## config.mk

```make
export PLATFORM = sky130hd
export DESIGN_NAME = owpe_originator
export DESIGN_NICKNAME = d
export VERILOG_FILES = /design/src/owpe_originator.v
export VERILOG_INCLUDE_DIRS = /design/src /design/src/pkg
export SDC_FILE = /design/constraint.sdc
export NUM_CORES = 1
export LEC_CHECK = 0
export ABC_CLOCK_PERIOD_IN_PS = 6600
export BUFFER_PORTS_ARGS = -buffer_cell sky130_fd_sc_hd__buf_2
export CAP_MARGIN = 20
export CORE_UTILIZATION = 50
export DETAILED_ROUTE_END_ITERATION = 16
export GPL_ROUTABILITY_DRIVEN = 0
export GPL_TIMING_DRIVEN = 1
export HOLD_SLACK_MARGIN = 0.02
export PLACE_DENSITY = 0.72
export SETUP_SLACK_MARGIN = 0.15
export SLEW_MARGIN = 20
export SYNTH_ARGS = -nofsm -noshare
export SYNTH_HDL_FRONTEND = slang
export SYNTH_SLANG_ARGS = --single-unit
```

## constraint.sdc

```tcl
create_clock -name clk_i -period 6.6 [get_ports clk_i]
set_input_delay 1.98 -clock clk_i [delete_from_list [all_inputs] [get_ports clk_i]]
set_output_delay 1.98 -clock clk_i [all_outputs]
set_load 0.1 [all_outputs]
```

## src/pkg/owpe_defs.vh

```
// Purpose: constants for the one-wire environment link originator
// Assumes: 32-bit bus words, register index times four is the byte address
// Notes: definitions only
`ifndef OWPE_DEFS_VH
`define OWPE_DEFS_VH

// register word indices
`define OWPE_REG_CTRL 4'h0
`define OWPE_REG_STAT 4'h1
`define OWPE_REG_NHC 4'h2
`define OWPE_REG_MBC 4'h3
`define OWPE_REG_STC 4'h4
`define OWPE_REG_TADR 4'h5
`define OWPE_REG_WLEN 4'h6
`define OWPE_REG_RLEN 4'h7
`define OWPE_REG_CWCK 4'h8
`define OWPE_REG_CRCK 4'h9
`define OWPE_REG_FIFO 4'hA

// link_control bits
`define OWPE_CTL_CLR 7
`define OWPE_CTL_EN 6
`define OWPE_CTL_ABT 5
`define OWPE_CTL_HWC 4
`define OWPE_CTL_STOP 3

// link_status bits
`define OWPE_ST_BUSY 7
`define OWPE_ST_RFULL 1

// reset values
`define OWPE_RST_NHC 16'h0000
`define OWPE_RST_MBC 16'hFFFF
`define OWPE_RST_STC 16'hFFFF

// frame check polynomial x^8 + x^2 + x + 1
`define OWPE_CRC_POLY 8'h07

`endif

```

## src/owpe_originator.v

```verilog
// Purpose: originator for a one-wire processor environment control link
// Assumes: Avalon-MM slave with waitrequest, one clock, sync reset
// Notes: bit period is four quarters of (measured count + 1) clocks;
//        a zero is one quarter high, a one three quarters high
//
// Behaviour
// - soft clear resets sequencer, then setup wait
// - enable bit gates all link operation
// - abort on check error when enabled
// - bit four turns on host write check
// - stop bit appends message stop period
// - three enables gate the three interrupts
// - busy set at start, cleared at end
// - check errors set sticky, read-one-write-zero clear
// - transfer end flag set after whole transfer
// - negotiation done flags, read-one-write-zero clear
// - receive full set, cleared after all read
// - status bit zero mirrors pin level
// - negotiation high lasts pre-count plus one
// - measured count register, resets all ones
// - setup count replaced by first measurement
// - setup timing starts when link enabled
// - target address write starts, sometimes ignored
// - write length reads zero after transfer
// - read length counts down per fifo read
// - one fifo address for send and receive
// - client check bytes captured read-only
// - crc polynomial x8+x2+x+1, compare for good
// - host check byte is crc, msb inverted
`timescale 1ns/1ps
`include "owpe_defs.vh"

module owpe_originator #(
  parameter FIFO_AW = 5
) (
  input wire clk_i,
  input wire srst_i,
  input wire [3:0] avs_address_i,
  input wire avs_read_i,
  input wire avs_write_i,
  input wire [31:0] avs_writedata_i,
  input wire [3:0] avs_byteenable_i,
  output reg [31:0] avs_readdata_o,
  output reg avs_waitrequest_o,
  input wire pin_i,
  output reg pin_o,
  output reg pin_oe_o,
  output reg irq_o
);

  localparam ST_OFF = 4'h0;
  localparam ST_SETUP = 4'h1;
  localparam ST_READY = 4'h2;
  localparam ST_ADDRESS_NEGOTIATION_DONE = 4'h3;
  localparam ST_ADDR = 4'h4;
  localparam ST_MESSAGE_NEGOTIATION_DONE = 4'h5;
  localparam ST_WLEN = 4'h6;
  localparam ST_RLEN = 4'h7;
  localparam ST_WDATA = 4'h8;
  localparam ST_HWCK = 4'h9;
  localparam ST_RWCK = 4'hA;
  localparam ST_RDATA = 4'hB;
  localparam ST_RRCK = 4'hC;
  localparam ST_STOP = 4'hD;

  // one crc step per link bit, msb first
  function [7:0] crc_step;
    input [7:0] c;
    input b;
    begin
      crc_step = {c[6:0], 1'b0} ^ ((c[7] ^ b) ? `OWPE_CRC_POLY : 8'h00);
    end
  endfunction

  reg pin_m;
  reg pin_s;
  reg [6:0] ctrl;
  reg busy;
  reg rfull;
  reg [4:0] flg; // wr err, rd err, end, addr neg, msg neg
  reg [4:0] seen;
  reg [15:0] nhc;
  reg [15:0] mbc;
  reg [15:0] stc;
  reg [7:0] tadr;
  reg [7:0] wlen;
  reg [7:0] rlen;
  reg [7:0] cwck;
  reg [7:0] crck;
  reg [7:0] mem [0:(1<<FIFO_AW)-1];
  reg [FIFO_AW-1:0] wp;
  reg [FIFO_AW-1:0] rp;
  reg [3:0] state;
  reg [19:0] cnt;
  reg [2:0] bit_idx;
  reg [7:0] sh;
  reg [7:0] crc;
  reg [7:0] chk;
  reg [7:0] bytes_left;
  reg rx_bit;
  reg neg_rel;
  reg first;
  reg start_req;
  reg [31:0] rd_mux;

  wire req = avs_read_i | avs_write_i;
  wire acc_wr = avs_write_i & ~avs_waitrequest_o;
  wire acc_rd = avs_read_i & ~avs_waitrequest_o;
  wire be0 = avs_byteenable_i[0];
  wire be1 = avs_byteenable_i[1];
  wire [31:0] wd = avs_writedata_i;
  wire wr_ctrl = acc_wr & be0 & (avs_address_i == `OWPE_REG_CTRL);
  wire soft_clr = wr_ctrl & wd[`OWPE_CTL_CLR];
  wire en = ctrl[`OWPE_CTL_EN];
  wire [7:0] status = {busy, flg, rfull, pin_s};
  wire [19:0] q1 = {4'h0, mbc} + 20'h00001;
  wire [19:0] q2 = {q1[18:0], 1'b0};
  wire [19:0] q3 = q1 + q2;
  wire [19:0] q4 = {q1[17:0], 2'b00};
  wire [19:0] setup_lim = {2'b00, stc, 2'b00} + 20'h00004;
  wire is_tx = (state == ST_ADDR) | (state == ST_WLEN) |
               (state == ST_RLEN) | (state == ST_WDATA) |
               (state == ST_HWCK);
  wire is_rx = (state == ST_RWCK) | (state == ST_RDATA) |
               (state == ST_RRCK);
  wire bit_v = is_tx ? sh[7] : rx_bit;
  wire [7:0] nb = {sh[6:0], bit_v};
  wire [7:0] crc_n = crc_step(crc, bit_v);
  wire [7:0] hwck = {~crc_n[7], crc_n[6:0]};

  // pin synchroniser; second stage is the only reader of the first
  always @(posedge clk_i) begin
    pin_m <= pin_i;
    pin_s <= pin_m;
  end

  // read data selection
  always @* begin
    rd_mux = 32'h00000000;
    case (avs_address_i)
      `OWPE_REG_CTRL: rd_mux[6:0] = ctrl;
      `OWPE_REG_STAT: rd_mux[7:0] = status;
      `OWPE_REG_NHC: rd_mux[15:0] = nhc;
      `OWPE_REG_MBC: rd_mux[15:0] = mbc;
      `OWPE_REG_STC: rd_mux[15:0] = stc;
      `OWPE_REG_TADR: rd_mux[7:0] = tadr;
      `OWPE_REG_WLEN: rd_mux[7:0] = wlen;
      `OWPE_REG_RLEN: rd_mux[7:0] = rlen;
      `OWPE_REG_CWCK: rd_mux[7:0] = cwck;
      `OWPE_REG_CRCK: rd_mux[7:0] = crck;
      `OWPE_REG_FIFO: rd_mux[7:0] = mem[rp];
      default: rd_mux = 32'h00000000;
    endcase
  end

  // bus handshake: one wait cycle, then data and waitrequest low
  always @(posedge clk_i) begin
    if (srst_i) begin
      avs_waitrequest_o <= 1'b1;
      avs_readdata_o <= 32'h00000000;
    end else begin
      avs_waitrequest_o <= ~(req & avs_waitrequest_o);
      if (avs_read_i & avs_waitrequest_o)
        avs_readdata_o <= rd_mux;
    end
  end

  // combined interrupt, registered so the output is a flop
  always @(posedge clk_i) begin
    if (srst_i)
      irq_o <= 1'b0;
    else
      irq_o <= |(flg[4:2] & ctrl[2:0]);
  end

  // registers and sequencer share one process so each has one driver;
  // bus effects come first so a hardware set in the same cycle wins
  always @(posedge clk_i) begin
    if (srst_i) begin
      ctrl <= 7'h00;
      busy <= 1'b0;
      rfull <= 1'b0;
      flg <= 5'h00;
      seen <= 5'h00;
      nhc <= `OWPE_RST_NHC;
      mbc <= `OWPE_RST_MBC;
      stc <= `OWPE_RST_STC;
      tadr <= 8'h00;
      wlen <= 8'h00;
      rlen <= 8'h00;
      cwck <= 8'h00;
      crck <= 8'h00;
      wp <= {FIFO_AW{1'b0}};
      rp <= {FIFO_AW{1'b0}};
      state <= ST_OFF;
      cnt <= 20'h00000;
      bit_idx <= 3'h0;
      sh <= 8'h00;
      crc <= 8'h00;
      chk <= 8'h00;
      bytes_left <= 8'h00;
      rx_bit <= 1'b0;
      neg_rel <= 1'b0;
      first <= 1'b1;
      start_req <= 1'b0;
      pin_o <= 1'b0;
      pin_oe_o <= 1'b0;
    end else begin
      // software writes
      if (wr_ctrl)
        ctrl <= wd[6:0];
      if (acc_wr && avs_address_i == `OWPE_REG_STAT && be0) begin
        flg <= flg & ~(seen & ~wd[6:2]);
        seen <= seen & wd[6:2];
      end
      if (acc_rd && avs_address_i == `OWPE_REG_STAT)
        seen <= seen | flg;
      if (acc_wr && avs_address_i == `OWPE_REG_NHC) begin
        if (be0) nhc[7:0] <= wd[7:0];
        if (be1) nhc[15:8] <= wd[15:8];
      end
      if (acc_wr && avs_address_i == `OWPE_REG_STC) begin
        if (be0) stc[7:0] <= wd[7:0];
        if (be1) stc[15:8] <= wd[15:8];
      end
      if (acc_wr && be0 && avs_address_i == `OWPE_REG_TADR) begin
        tadr <= wd[7:0];
        if (en && !rfull && !busy)
          start_req <= 1'b1;
      end
      if (acc_wr && be0 && avs_address_i == `OWPE_REG_WLEN)
        wlen <= wd[7:0];
      if (acc_wr && be0 && avs_address_i == `OWPE_REG_RLEN)
        rlen <= wd[7:0];
      if (acc_wr && be0 && avs_address_i == `OWPE_REG_FIFO) begin
        mem[wp] <= wd[7:0];
        wp <= wp + 1'b1;
      end
      // fifo pop after the transfer counts the read length down
      if (acc_rd && avs_address_i == `OWPE_REG_FIFO && !busy) begin
        rp <= rp + 1'b1;
        if (rlen != 8'h00)
          rlen <= rlen - 8'h01;
        if (rlen == 8'h01)
          rfull <= 1'b0;
      end

      if (soft_clr) begin
        // sequencer and flags restart; setup is timed again
        state <= wd[`OWPE_CTL_EN] ? ST_SETUP : ST_OFF;
        cnt <= 20'h00000;
        busy <= 1'b0;
        rfull <= 1'b0;
        flg <= 5'h00;
        seen <= 5'h00;
        cwck <= 8'h00;
        crck <= 8'h00;
        start_req <= 1'b0;
        if (en)
          mbc <= stc;
      end else if (!en) begin
        state <= ST_OFF;
        pin_oe_o <= 1'b0;
        busy <= 1'b0;
        start_req <= 1'b0;
      end else begin
        case (state)
          ST_OFF: begin
            state <= ST_SETUP;
            cnt <= 20'h00000;
          end
          ST_SETUP: begin
            pin_oe_o <= 1'b1;
            pin_o <= 1'b0;
            cnt <= cnt + 20'h00001;
            if (cnt >= setup_lim)
              state <= ST_READY;
          end
          ST_READY: begin
            pin_oe_o <= 1'b1;
            pin_o <= 1'b0;
            cnt <= 20'h00000;
            neg_rel <= 1'b0;
            if (start_req) begin
              start_req <= 1'b0;
              busy <= 1'b1;
              rp <= {FIFO_AW{1'b0}};
              state <= ST_ADDRESS_NEGOTIATION_DONE;
            end
          end
          ST_ADDRESS_NEGOTIATION_DONE, ST_MESSAGE_NEGOTIATION_DONE: begin
            // drive high, release, time how long the wire stays high;
            // a client that never lets go needs a soft clear
            cnt <= cnt + 20'h00001;
            if (!neg_rel) begin
              pin_oe_o <= 1'b1;
              pin_o <= 1'b1;
              if (cnt[15:0] == nhc && cnt[19:16] == 4'h0)
                neg_rel <= 1'b1;
            end else begin
              pin_oe_o <= 1'b0;
              if (!pin_s) begin
                mbc <= cnt[15:0];
                cnt <= 20'h00000;
                bit_idx <= 3'h0;
                neg_rel <= 1'b0;
                if (state == ST_ADDRESS_NEGOTIATION_DONE) begin
                  flg[1] <= 1'b1;
                  if (first) begin
                    stc <= cnt[15:0];
                    first <= 1'b0;
                  end
                  sh <= tadr;
                  crc <= 8'h00;
                  state <= ST_ADDR;
                end else begin
                  flg[0] <= 1'b1;
                  sh <= wlen;
                  state <= ST_WLEN;
                end
              end
            end
          end
          ST_STOP: begin
            pin_oe_o <= 1'b1;
            pin_o <= 1'b0;
            cnt <= cnt + 20'h00001;
            if (cnt == {q4[18:0], 1'b0}) begin
              busy <= 1'b0;
              flg[2] <= 1'b1;
              wlen <= 8'h00;
              rfull <= (rlen != 8'h00);
              rp <= {FIFO_AW{1'b0}};
              wp <= {FIFO_AW{1'b0}};
              state <= ST_READY;
            end
          end
          default: begin
            if (is_tx || is_rx) begin
              // one bit cell: tx shapes the high time, rx samples mid
              cnt <= cnt + 20'h00001;
              pin_o <= 1'b1;
              if (is_tx) begin
                pin_oe_o <= 1'b1;
                pin_o <= cnt < (sh[7] ? q3 : q1);
              end else begin
                pin_oe_o <= cnt < q1;
              end
              if (cnt == q2)
                rx_bit <= pin_s;
              if (cnt == q4 - 20'h00001) begin
                cnt <= 20'h00000;
                crc <= crc_n;
                sh <= nb;
                bit_idx <= bit_idx + 3'h1;
                if (bit_idx == 3'h7) begin
                  case (state)
                    ST_ADDR: state <= ST_MESSAGE_NEGOTIATION_DONE;
                    ST_WLEN: begin
                      sh <= rlen;
                      state <= ST_RLEN;
                    end
                    ST_RLEN, ST_WDATA: begin
                      if (state == ST_RLEN)
                        bytes_left <= wlen;
                      if ((state == ST_RLEN && wlen != 8'h00) ||
                          (state == ST_WDATA && bytes_left != 8'h00)) begin
                        sh <= mem[rp];
                        rp <= rp + 1'b1;
                        bytes_left <= (state == ST_RLEN ? wlen : bytes_left)
                                      - 8'h01;
                        state <= ST_WDATA;
                      end else if (state == ST_RLEN) begin
                        state <= ST_STOP; // no data: ping
                        cnt <= ctrl[`OWPE_CTL_STOP] ? 20'h00000
                                                    : {q4[18:0], 1'b0};
                      end else if (ctrl[`OWPE_CTL_HWC]) begin
                        sh <= hwck;
                        state <= ST_HWCK;
                      end else begin
                        chk <= crc_n;
                        state <= ST_RWCK;
                      end
                    end
                    ST_HWCK: begin
                      chk <= crc_n;
                      state <= ST_RWCK;
                    end
                    ST_RWCK: begin
                      cwck <= nb;
                      crc <= 8'h00;
                      wp <= {FIFO_AW{1'b0}};
                      bytes_left <= rlen;
                      if (nb != chk)
                        flg[4] <= 1'b1;
                      if (nb != chk && ctrl[`OWPE_CTL_ABT]) begin
                        busy <= 1'b0;
                        rfull <= 1'b0;
                        cnt <= 20'h00000;
                        state <= ST_SETUP;
                      end else if (rlen != 8'h00) begin
                        state <= ST_RDATA;
                      end else begin
                        state <= ST_STOP;
                        cnt <= ctrl[`OWPE_CTL_STOP] ? 20'h00000
                                                    : {q4[18:0], 1'b0};
                      end
                    end
                    ST_RDATA: begin
                      mem[wp] <= nb;
                      wp <= wp + 1'b1;
                      chk <= crc_n;
                      bytes_left <= bytes_left - 8'h01;
                      if (bytes_left == 8'h01)
                        state <= ST_RRCK;
                    end
                    default: begin
                      crck <= nb;
                      if (nb != chk)
                        flg[3] <= 1'b1;
                      if (nb != chk && ctrl[`OWPE_CTL_ABT]) begin
                        busy <= 1'b0;
                        rfull <= 1'b0;
                        cnt <= 20'h00000;
                        state <= ST_SETUP;
                      end else begin
                        state <= ST_STOP;
                        cnt <= ctrl[`OWPE_CTL_STOP] ? 20'h00000
                                                    : {q4[18:0], 1'b0};
                      end
                    end
                  endcase
                end
              end
            end else begin
              state <= ST_SETUP;
              cnt <= 20'h00000;
            end
          end
        endcase
      end
    end
  end

endmodule

```

==> impl_metrics.ini, run 1 <==
[detailed_routing]
drt-pass1-iter-count = 8
route.vias.total = 20362
detail_route.vias_per_cell = 6.40
drtIter0Drc = 2354
routedWlPerCell_um = 23.4
drc_errors = 0
drt_wl_total_mm = 74.4
drtAntennaViolNets = 0

[logic_synthesis]
synth_xor_area_share_pct = 5.81
synth_enable_flop_cells = 256
share_of_the_synthesized_area_in_compound_gates_ao_oa_aoi_oai_pct = 12.7
main_combinational_cell_family_by_area_after_synthesis = simple AND/OR/NAND/NOR gates
netlist_instances = 2466
synth_top_flop_cell = sky130_fd_sc_hd__edfxtp_1
synth_mux_area_share_pct = 12.4
asyncSetResetFlopFracSynth_pct = 0
number_of_register_bits_inferred_by_synthesis = 458
synth-adder-area-share_pct = 4.08
synth_top_cell_by_area = sky130_fd_sc_hd__edfxtp_1
synthesized_area_per_cell_um2 = 10.3
synth_top_cell_area_share_pct = 30.3
cell_area_after_synthesis_um2 = 25400
synth-simple-area-share_pct = 14.8
ys_seq_area_share_pct = 46.2
count_of_distinct_cell_types_in_the_synthesized_netlist = 93
yosysWarnings = 0
synthTopCellsByArea = sky130_fd_sc_hd__edfxtp_1 30%, sky130_fd_sc_hd__dfxtp_1 16%, sky130_fd_sc_hd__mux4_2 7.1%, sky130_fd_sc_hd__mux2i_1 4.7%, sky130_fd_sc_hd__nor2_1 4.4%

[sta]
timing.final.crit_period_ns = 5.87
max_slew.worst_pin.slew_ns = 1.12
skew_ns = 0.0339
final-hold-violation-count = 0
share_of_the_cycle_needed_by_the_critical_path_after_routing_pct = 88.9
worst_slack_ns = 0.732
setup_viol_count_final = 0
fmaxAchievable_mhz = 170
slew_viol_final = 0
slew-limit-headroom_pct = 24.7
grt_setup_unrepaired = no
setup_tns_ns = 0

[setup_path]
start_kind = flip-flop
critical_path.endpoint_type = flip-flop
timing.critical_path.cells = ha_1, xor2_1, ha_1, a21oi_1, nand3_1, a21oi_1, o41ai_1, a21oi_1, o31ai_1, a31o_2, a21o_1, a21oi_1, xnor2_1, nand2_1, ha_1, a21o_1, a211oi_1, inv_1, a21oi_1, nor2_1, a21oi_1, o22ai_1, a221o_1, a21oi_1
timing.critical_path.required_ns = 7.13
crit_top_cell = sky130_fd_sc_hd__a21oi_1
worst_path_dominant_cell_family = compound AO/OA/AOI/OAI gates
data_arrival_time_of_the_critical_path_ns = 6.39
critical_path.slowest_cell = sky130_fd_sc_hd__dfxtp_1
top_fanout_value_on_the_critical_path = 8
worst-path-buf-inv = 1
critical-path-max-stage-delay_ns = 0.48
crit_type = reg -> reg

[floorplan]
floorplan.initialDensity_pct = 50.7
die_h_um = 227
core_area_um2 = 50100
floorplan.die_area_um2 = 51700
io_pins = 81
placement_row_count = 82
floorplan.die.width_um = 227

[power_and_ir_drop]
max-vdd-ir-drop_mv = 0.244
intPower_w = 0.00466
switchingPower_w = 0.00139
combinational_power_share_pct = 4.3
share_seq_of_total_power_pct = 49.9
leakagePower_nw = 10.4
powerDensity_nw_per_um2 = 217
power.share.clock_pct = 45.7
p_sw_share_pct = 23.0

[global_route]
globalRouteMet1Util_pct = 37.7
busiest_layer = met2
groute.layer.met2.usage_pct = 46.8
global_route.overflow_total = 0
grt_start_max_net_pins = 91
global_route.usage.met3_pct = 5.03
grt_use_total_pct = 29.0
antenna_found_initial = 0
first_global_vias = 19320
grt_pass1_wl_mm = 114

[cells_and_area]
n_fill_cell = 4276
area_delta_synth_final_pct = 10.2
multi_input_area_um2 = 12700
post_route_cells_drive_above_1_share_pct = 12.9
antenna-diode-count = 0
commonest_cells_after_routing_fill_and_taps_aside = 299 x sky130_fd_sc_hd__nor2_1, 256 x sky130_fd_sc_hd__edfxtp_1, 217 x sky130_fd_sc_hd__nand2_1
final_nets = 2596
final_common_cell = sky130_fd_sc_hd__nor2_1
ff_latch_area_um2 = 11700

[cts]
buffers_inserted_by_post_cts_timing_repair = 0
cts.clk_slew.worst_paths_ns = 0.06
clock_sink_count = 458
cts.root.buffer_cell = sky130_fd_sc_hd__clkbuf_16
cts-htree-levels = 2
cts_tree = done
post_cts.resized_instances = 0
cts_hold_buf = 0
cts-root-to-sink-buffers = 3
cts_made_buffers = 46
worst_skew_pair.late_latency_ns = 0.62

[min_path]
hold_class = reg -> reg

[placed_design]
place.detailed.hpwl_mm = 51.6
input_output_buffers = 46
preCtsSetupSlack_ns = 0.787

[flow_run]
max_cap_viol_count = 0

[status]
outcome = completed
final cells by class:
| class | instances | area share [%] |
|---|---|---|
| Multi-Input combinational cell | 1787 | 45.5 |
| Clock inverter | 30 | 1.36 |
| Timing Repair Buffer | 126 | 2.98 |
| Tap cell | 672 | 3.01 |
| Sequential cell | 458 | 42.0 |
| Inverter | 53 | 0.712 |
| Clock buffer | 56 | 4.43 |
cell usage after synthesis (78+ instances only):
cell type                  number
sky130_fd_sc_hd__ha_1          78
sky130_fd_sc_hd__edfxtp_1     256
sky130_fd_sc_hd__a21oi_1      125
sky130_fd_sc_hd__xnor2_1       96
sky130_fd_sc_hd__mux2i_1      118
sky130_fd_sc_hd__nor2_1       300
sky130_fd_sc_hd__nand2_1      217
sky130_fd_sc_hd__mux4_2        80
sky130_fd_sc_hd__dfxtp_1      202
sky130_fd_sc_hd__nand3_1       80
sky130_fd_sc_hd__o21ai_0      118
sky130_fd_sc_hd__clkbuf_1     118
power groups by stage:
| stage | combinational [W] | clock, W | sequential (W) |
|---|---|---|---|
| after floorplan | 0.000155 | 0 | 0.00312 |
| after global placement | 0.000251 | 0 | 0.00308 |
| after detailed placement | 0.000257 | 0 | 0.00309 |
| after CTS | 0.000259 | 0.00280 | 0.00302 |
| after global routing | 0.000276 | 0.00291 | 0.00302 |
| final | 0.000262 | 0.00277 | 0.00302 |
worst register-to-register path, cell delays in order (launching register included):
cell and delay, ns:
sky130_fd_sc_hd__dfxtp_1 0.48, sky130_fd_sc_hd__ha_1 0.38, sky130_fd_sc_hd__xor2_1 0.45, sky130_fd_sc_hd__ha_1 0.36
sky130_fd_sc_hd__a21oi_1 0.31, sky130_fd_sc_hd__nand3_1 0.13, sky130_fd_sc_hd__a21oi_1 0.26, sky130_fd_sc_hd__o41ai_1 0.13
sky130_fd_sc_hd__a21oi_1 0.37, sky130_fd_sc_hd__o31ai_1 0.20, sky130_fd_sc_hd__a31o_2 0.29, sky130_fd_sc_hd__a21o_1 0.18
sky130_fd_sc_hd__a21oi_1 0.17, sky130_fd_sc_hd__xnor2_1 0.14, sky130_fd_sc_hd__nand2_1 0.07, sky130_fd_sc_hd__ha_1 0.33
sky130_fd_sc_hd__a21o_1 0.19, sky130_fd_sc_hd__a211oi_1 0.35, sky130_fd_sc_hd__inv_1 0.10, sky130_fd_sc_hd__a21oi_1 0.16
sky130_fd_sc_hd__nor2_1 0.06, sky130_fd_sc_hd__a21oi_1 0.12, sky130_fd_sc_hd__o22ai_1 0.09, sky130_fd_sc_hd__a221o_1 0.38
sky130_fd_sc_hd__a21oi_1 0.11
logic make-up (layout without fill, tap and decap cells):
logic type                 after synthesis  after routing
and+or+nand+nor                        820            820
AOI/OAI and AO/OA                      494            494
other                                    1             16
muxes                                  213            213
adders and majority gates               83             83
xor gates and xnor gates               161            161
buffers and inverters                  236            265
DFF                                    458            458
registers in the layout, indices dropped and copies added, names as in the netlist, 16 cells and up:
register        count
stc                16
avs_readdata_o     16
nhc                16
cnt                20
mem               256
mbc                16
through the flow:
step	area (µm²)	instances	utilization [%]	hold slack [ns]	power, W
after floorplan	25400	2481	-	0.310	0.00328
after global placement	26300	3096	52.6	0.315	0.00334
after detailed placement	26300	3096	52.6	0.316	0.00334
after CTS	27900	3182	55.8	0.362	0.00609
after global routing	28000	3182	55.8	0.376	0.00621
final	28000	3182	55.8	0.344	0.00605
path summary, 6_finish.rpt:
check,from,to,slack [ns],cells past startpoint
setup reg to reg,mbc[0],pin_o,0.73,24
setup / recovery,mbc[0],pin_o,0.73,24
hold reg to reg,pin_m,pin_s,0.34,0
hold / removal,pin_m,pin_s,0.34,0
per-layer routing:
| layer | vias up | wire length (µm) |
|---|---|---|
| li1 | 9107 | - |
| met1 | 9887 | 28800 |
| met5 | - | 0 |
| met4 | 0 | 4310 |
| met2 | 1085 | 34600 |
| met3 | 283 | 6660 |
Power figures use the tool's default switching activity.
==> run 2, diff against run 1 <==
Settings changed: CTS_BUF_LIST set to sky130_fd_sc_hd__clkbuf_4.
==> run 2 against run 1 <==
Routed wire length is 0.51% lower. Utilization is 0.22 points lower. Total power is 5.5% lower. Sequential power hardly changed. Critical endpoint is now mem[12][1]. Sequential share of layout area is 0.17 points higher. Setup slack better by 0.019 ns. Via count is 1.8% higher. Design area is 0.39% lower. Critical path type unchanged. Largest power group unchanged.
==> impl_metrics.ini, run 2 (synthesized netlist as in run 1, its figures left out) <==
[floorplan]
floorplan.die_area_um2 = 51700
floorplan.die.width_um = 227
core_area_um2 = 50100
placement_row_count = 82
floorplan.initialDensity_pct = 50.7
die_h_um = 227
io_pins = 81

[setup_path]
crit_type = reg -> reg
endpoint_of_the_most_critical_setup_path = mem[12][1]
top_fanout_value_on_the_critical_path = 13
timing.critical_path.from = mbc[3]
ff2ff_path_depth = 17
timing.critical_path.required_ns = 7.17
start_kind = flip-flop
data_arrival_time_of_the_critical_path_ns = 6.42
r2r_end = mem[12][1]
r2r-start = mbc[3]
critical_path.endpoint_type = flip-flop
register_to_register_setup_slack_ns = 0.75

[sta]
final-hold-violation-count = 0
timing.final.crit_period_ns = 5.85
grt_setup_unrepaired = no
max_slew.worst_pin.slew_ns = 1.08
slew_viol_final = 0
slew-limit-headroom_pct = 27.7
fmaxAchievable_mhz = 171
setup_viol_count_final = 0
share_of_the_cycle_needed_by_the_critical_path_after_routing_pct = 88.6
skew_ns = 0.106
setup_tns_ns = 0

[detailed_routing]
drt_wl_total_mm = 74.0
drtAntennaViolNets = 0
routedWlPerCell_um = 22.4
drtIter0Drc = 2316
route.vias.total = 20719
drt-pass1-iter-count = 10
detail_route.vias_per_cell = 6.26
drc_errors = 0

[cts]
cts-htree-levels = 3
buffers_inserted_by_post_cts_timing_repair = 0
cts-root-to-sink-buffers = 3
cts_tree = done
cts.root.buffer_cell = sky130_fd_sc_hd__clkbuf_4
post_cts.resized_instances = 0
cts.clk_slew.worst_paths_ns = 0.08
cts_made_buffers = 116
worst_skew_pair.late_latency_ns = 0.90
clock_sink_count = 458
cts_hold_buf = 0

[placed_design]
place.detailed.hpwl_mm = 51.6
input_output_buffers = 46

[cells_and_area]
n_fill_cell = 4358
post_route_cells_drive_above_1_share_pct = 16.5
largestRegisters = mem: 256 flops, cnt: 20 flops
commonest_cells_after_routing_fill_and_taps_aside = 299 x sky130_fd_sc_hd__nor2_1, 256 x sky130_fd_sc_hd__edfxtp_1, 217 x sky130_fd_sc_hd__nand2_1
max_reg_flops = 256
finalCoreUtilization_pct = 55.6
multi_input_area_um2 = 12700
final_common_cell = sky130_fd_sc_hd__nor2_1
area_delta_synth_final_pct = 9.73
ff_latch_area_um2 = 11700
final_nets = 2666
largest-register = mem

[power_and_ir_drop]
p_sw_share_pct = 24.7
power.share.clock_pct = 42.6
max-vdd-ir-drop_mv = 0.222
fin_total_pwr_w = 0.00572
combinational_power_share_pct = 4.6
powerDensity_nw_per_um2 = 205
switchingPower_w = 0.00141
intPower_w = 0.00431
share_seq_of_total_power_pct = 52.8
leakagePower_nw = 10.5

[global_route]
global_route.overflow_total = 0
first_global_vias = 19835
grt_pass1_wl_mm = 114
grt_start_max_net_pins = 91
antenna_found_initial = 3
grt_use_total_pct = 29.0

[status]
outcome = completed

[min_path]
hold_class = reg -> reg
worst_hold_launch = pin_m

[flow_run]
max_cap_viol_count = 0
-- run 2: cell count changes in the layout (fill, tap and decap cells not counted), sizes merged --
cell and delta:
clkinvlp -1, clkinv +14, bufinv -5, diode +2, clkbuf +117
-- run 2: cell type report --
type / count / area share [%]
Antenna cell: 2 / 0.0180
Clock buffer: 173 / 4.66
Clock inverter: 38 / 0.732
Inverter: 53 / 0.714
Multi-Input combinational cell: 1787 / 45.7
Sequential cell: 458 / 42.1
Tap cell: 672 / 3.02
Timing Repair Buffer: 126 / 2.99
-- run 2: metal layers --
layer  vias up  share of wire [%]  routed length [µm]  global-route usage (%)
li1       9335                  -                   -                       -
met1      9949                 39               28900                    36.8
met2      1163                 46               34200                    46.1
met3       270                9.6                7100                    6.85
met4         2                5.2                3830                    14.7
met5         -              0.015                  11                       0
-- run 2: worst max-delay path, cell delays in order, from the launching register on --
cell and delay (ns):
sky130_fd_sc_hd__dfxtp_1 0.72, sky130_fd_sc_hd__nand3_1 0.34, sky130_fd_sc_hd__nor2_1 0.37, sky130_fd_sc_hd__or4b_2 0.67, sky130_fd_sc_hd__buf_4 0.22, sky130_fd_sc_hd__ha_1 0.22, sky130_fd_sc_hd__inv_1 0.05, sky130_fd_sc_hd__o21ai_0 0.06
sky130_fd_sc_hd__a21oi_1 0.20, sky130_fd_sc_hd__nand4_1 0.17, sky130_fd_sc_hd__nand4b_1 0.21, sky130_fd_sc_hd__a2111oi_1 0.62, sky130_fd_sc_hd__and4_1 0.34, sky130_fd_sc_hd__nor4b_2 0.26, sky130_fd_sc_hd__buf_4 0.29, sky130_fd_sc_hd__o21ai_1 0.36
sky130_fd_sc_hd__nor3_1 0.28, sky130_fd_sc_hd__buf_4 0.22
-- run 2: power groups by stage --
stage / Sequential [W] / Clock [W] / Combinational (W)
floorplan: 0.00312 / 0 / 0.000155
global placement: 0.00308 / 0 / 0.000251
detailed placement: 0.00309 / 0 / 0.000257
CTS: 0.00302 / 0.00248 / 0.000258
global route: 0.00302 / 0.00263 / 0.000276
finish: 0.00302 / 0.00244 / 0.000260
-- run 2: per-stage QoR --
stage / cells / hold slack (ns) / instance area, µm² / worst slack, ns
final: 3309 / 0.356 / 27800 / 0.750
after global routing: 3309 / 0.424 / 27800 / 0.378
after detailed placement: 3096 / 0.316 / 26300 / 0.787
after floorplan: 2481 / 0.310 / 25400 / 1.33
after global placement: 3096 / 0.315 / 26300 / 0.933
after CTS: 3307 / 0.400 / 27800 / 0.859
-- run 2: worst min path at each step --
stage               depth (start not counted)  slack (ns)  endpoint
finish                                      0        0.36     pin_s
global route                                0        0.42     pin_s
CTS                                         0        0.40     pin_s
detailed placement                          0        0.32     pin_s
global placement                            0        0.31     pin_s
floorplan                                   0        0.31     pin_s
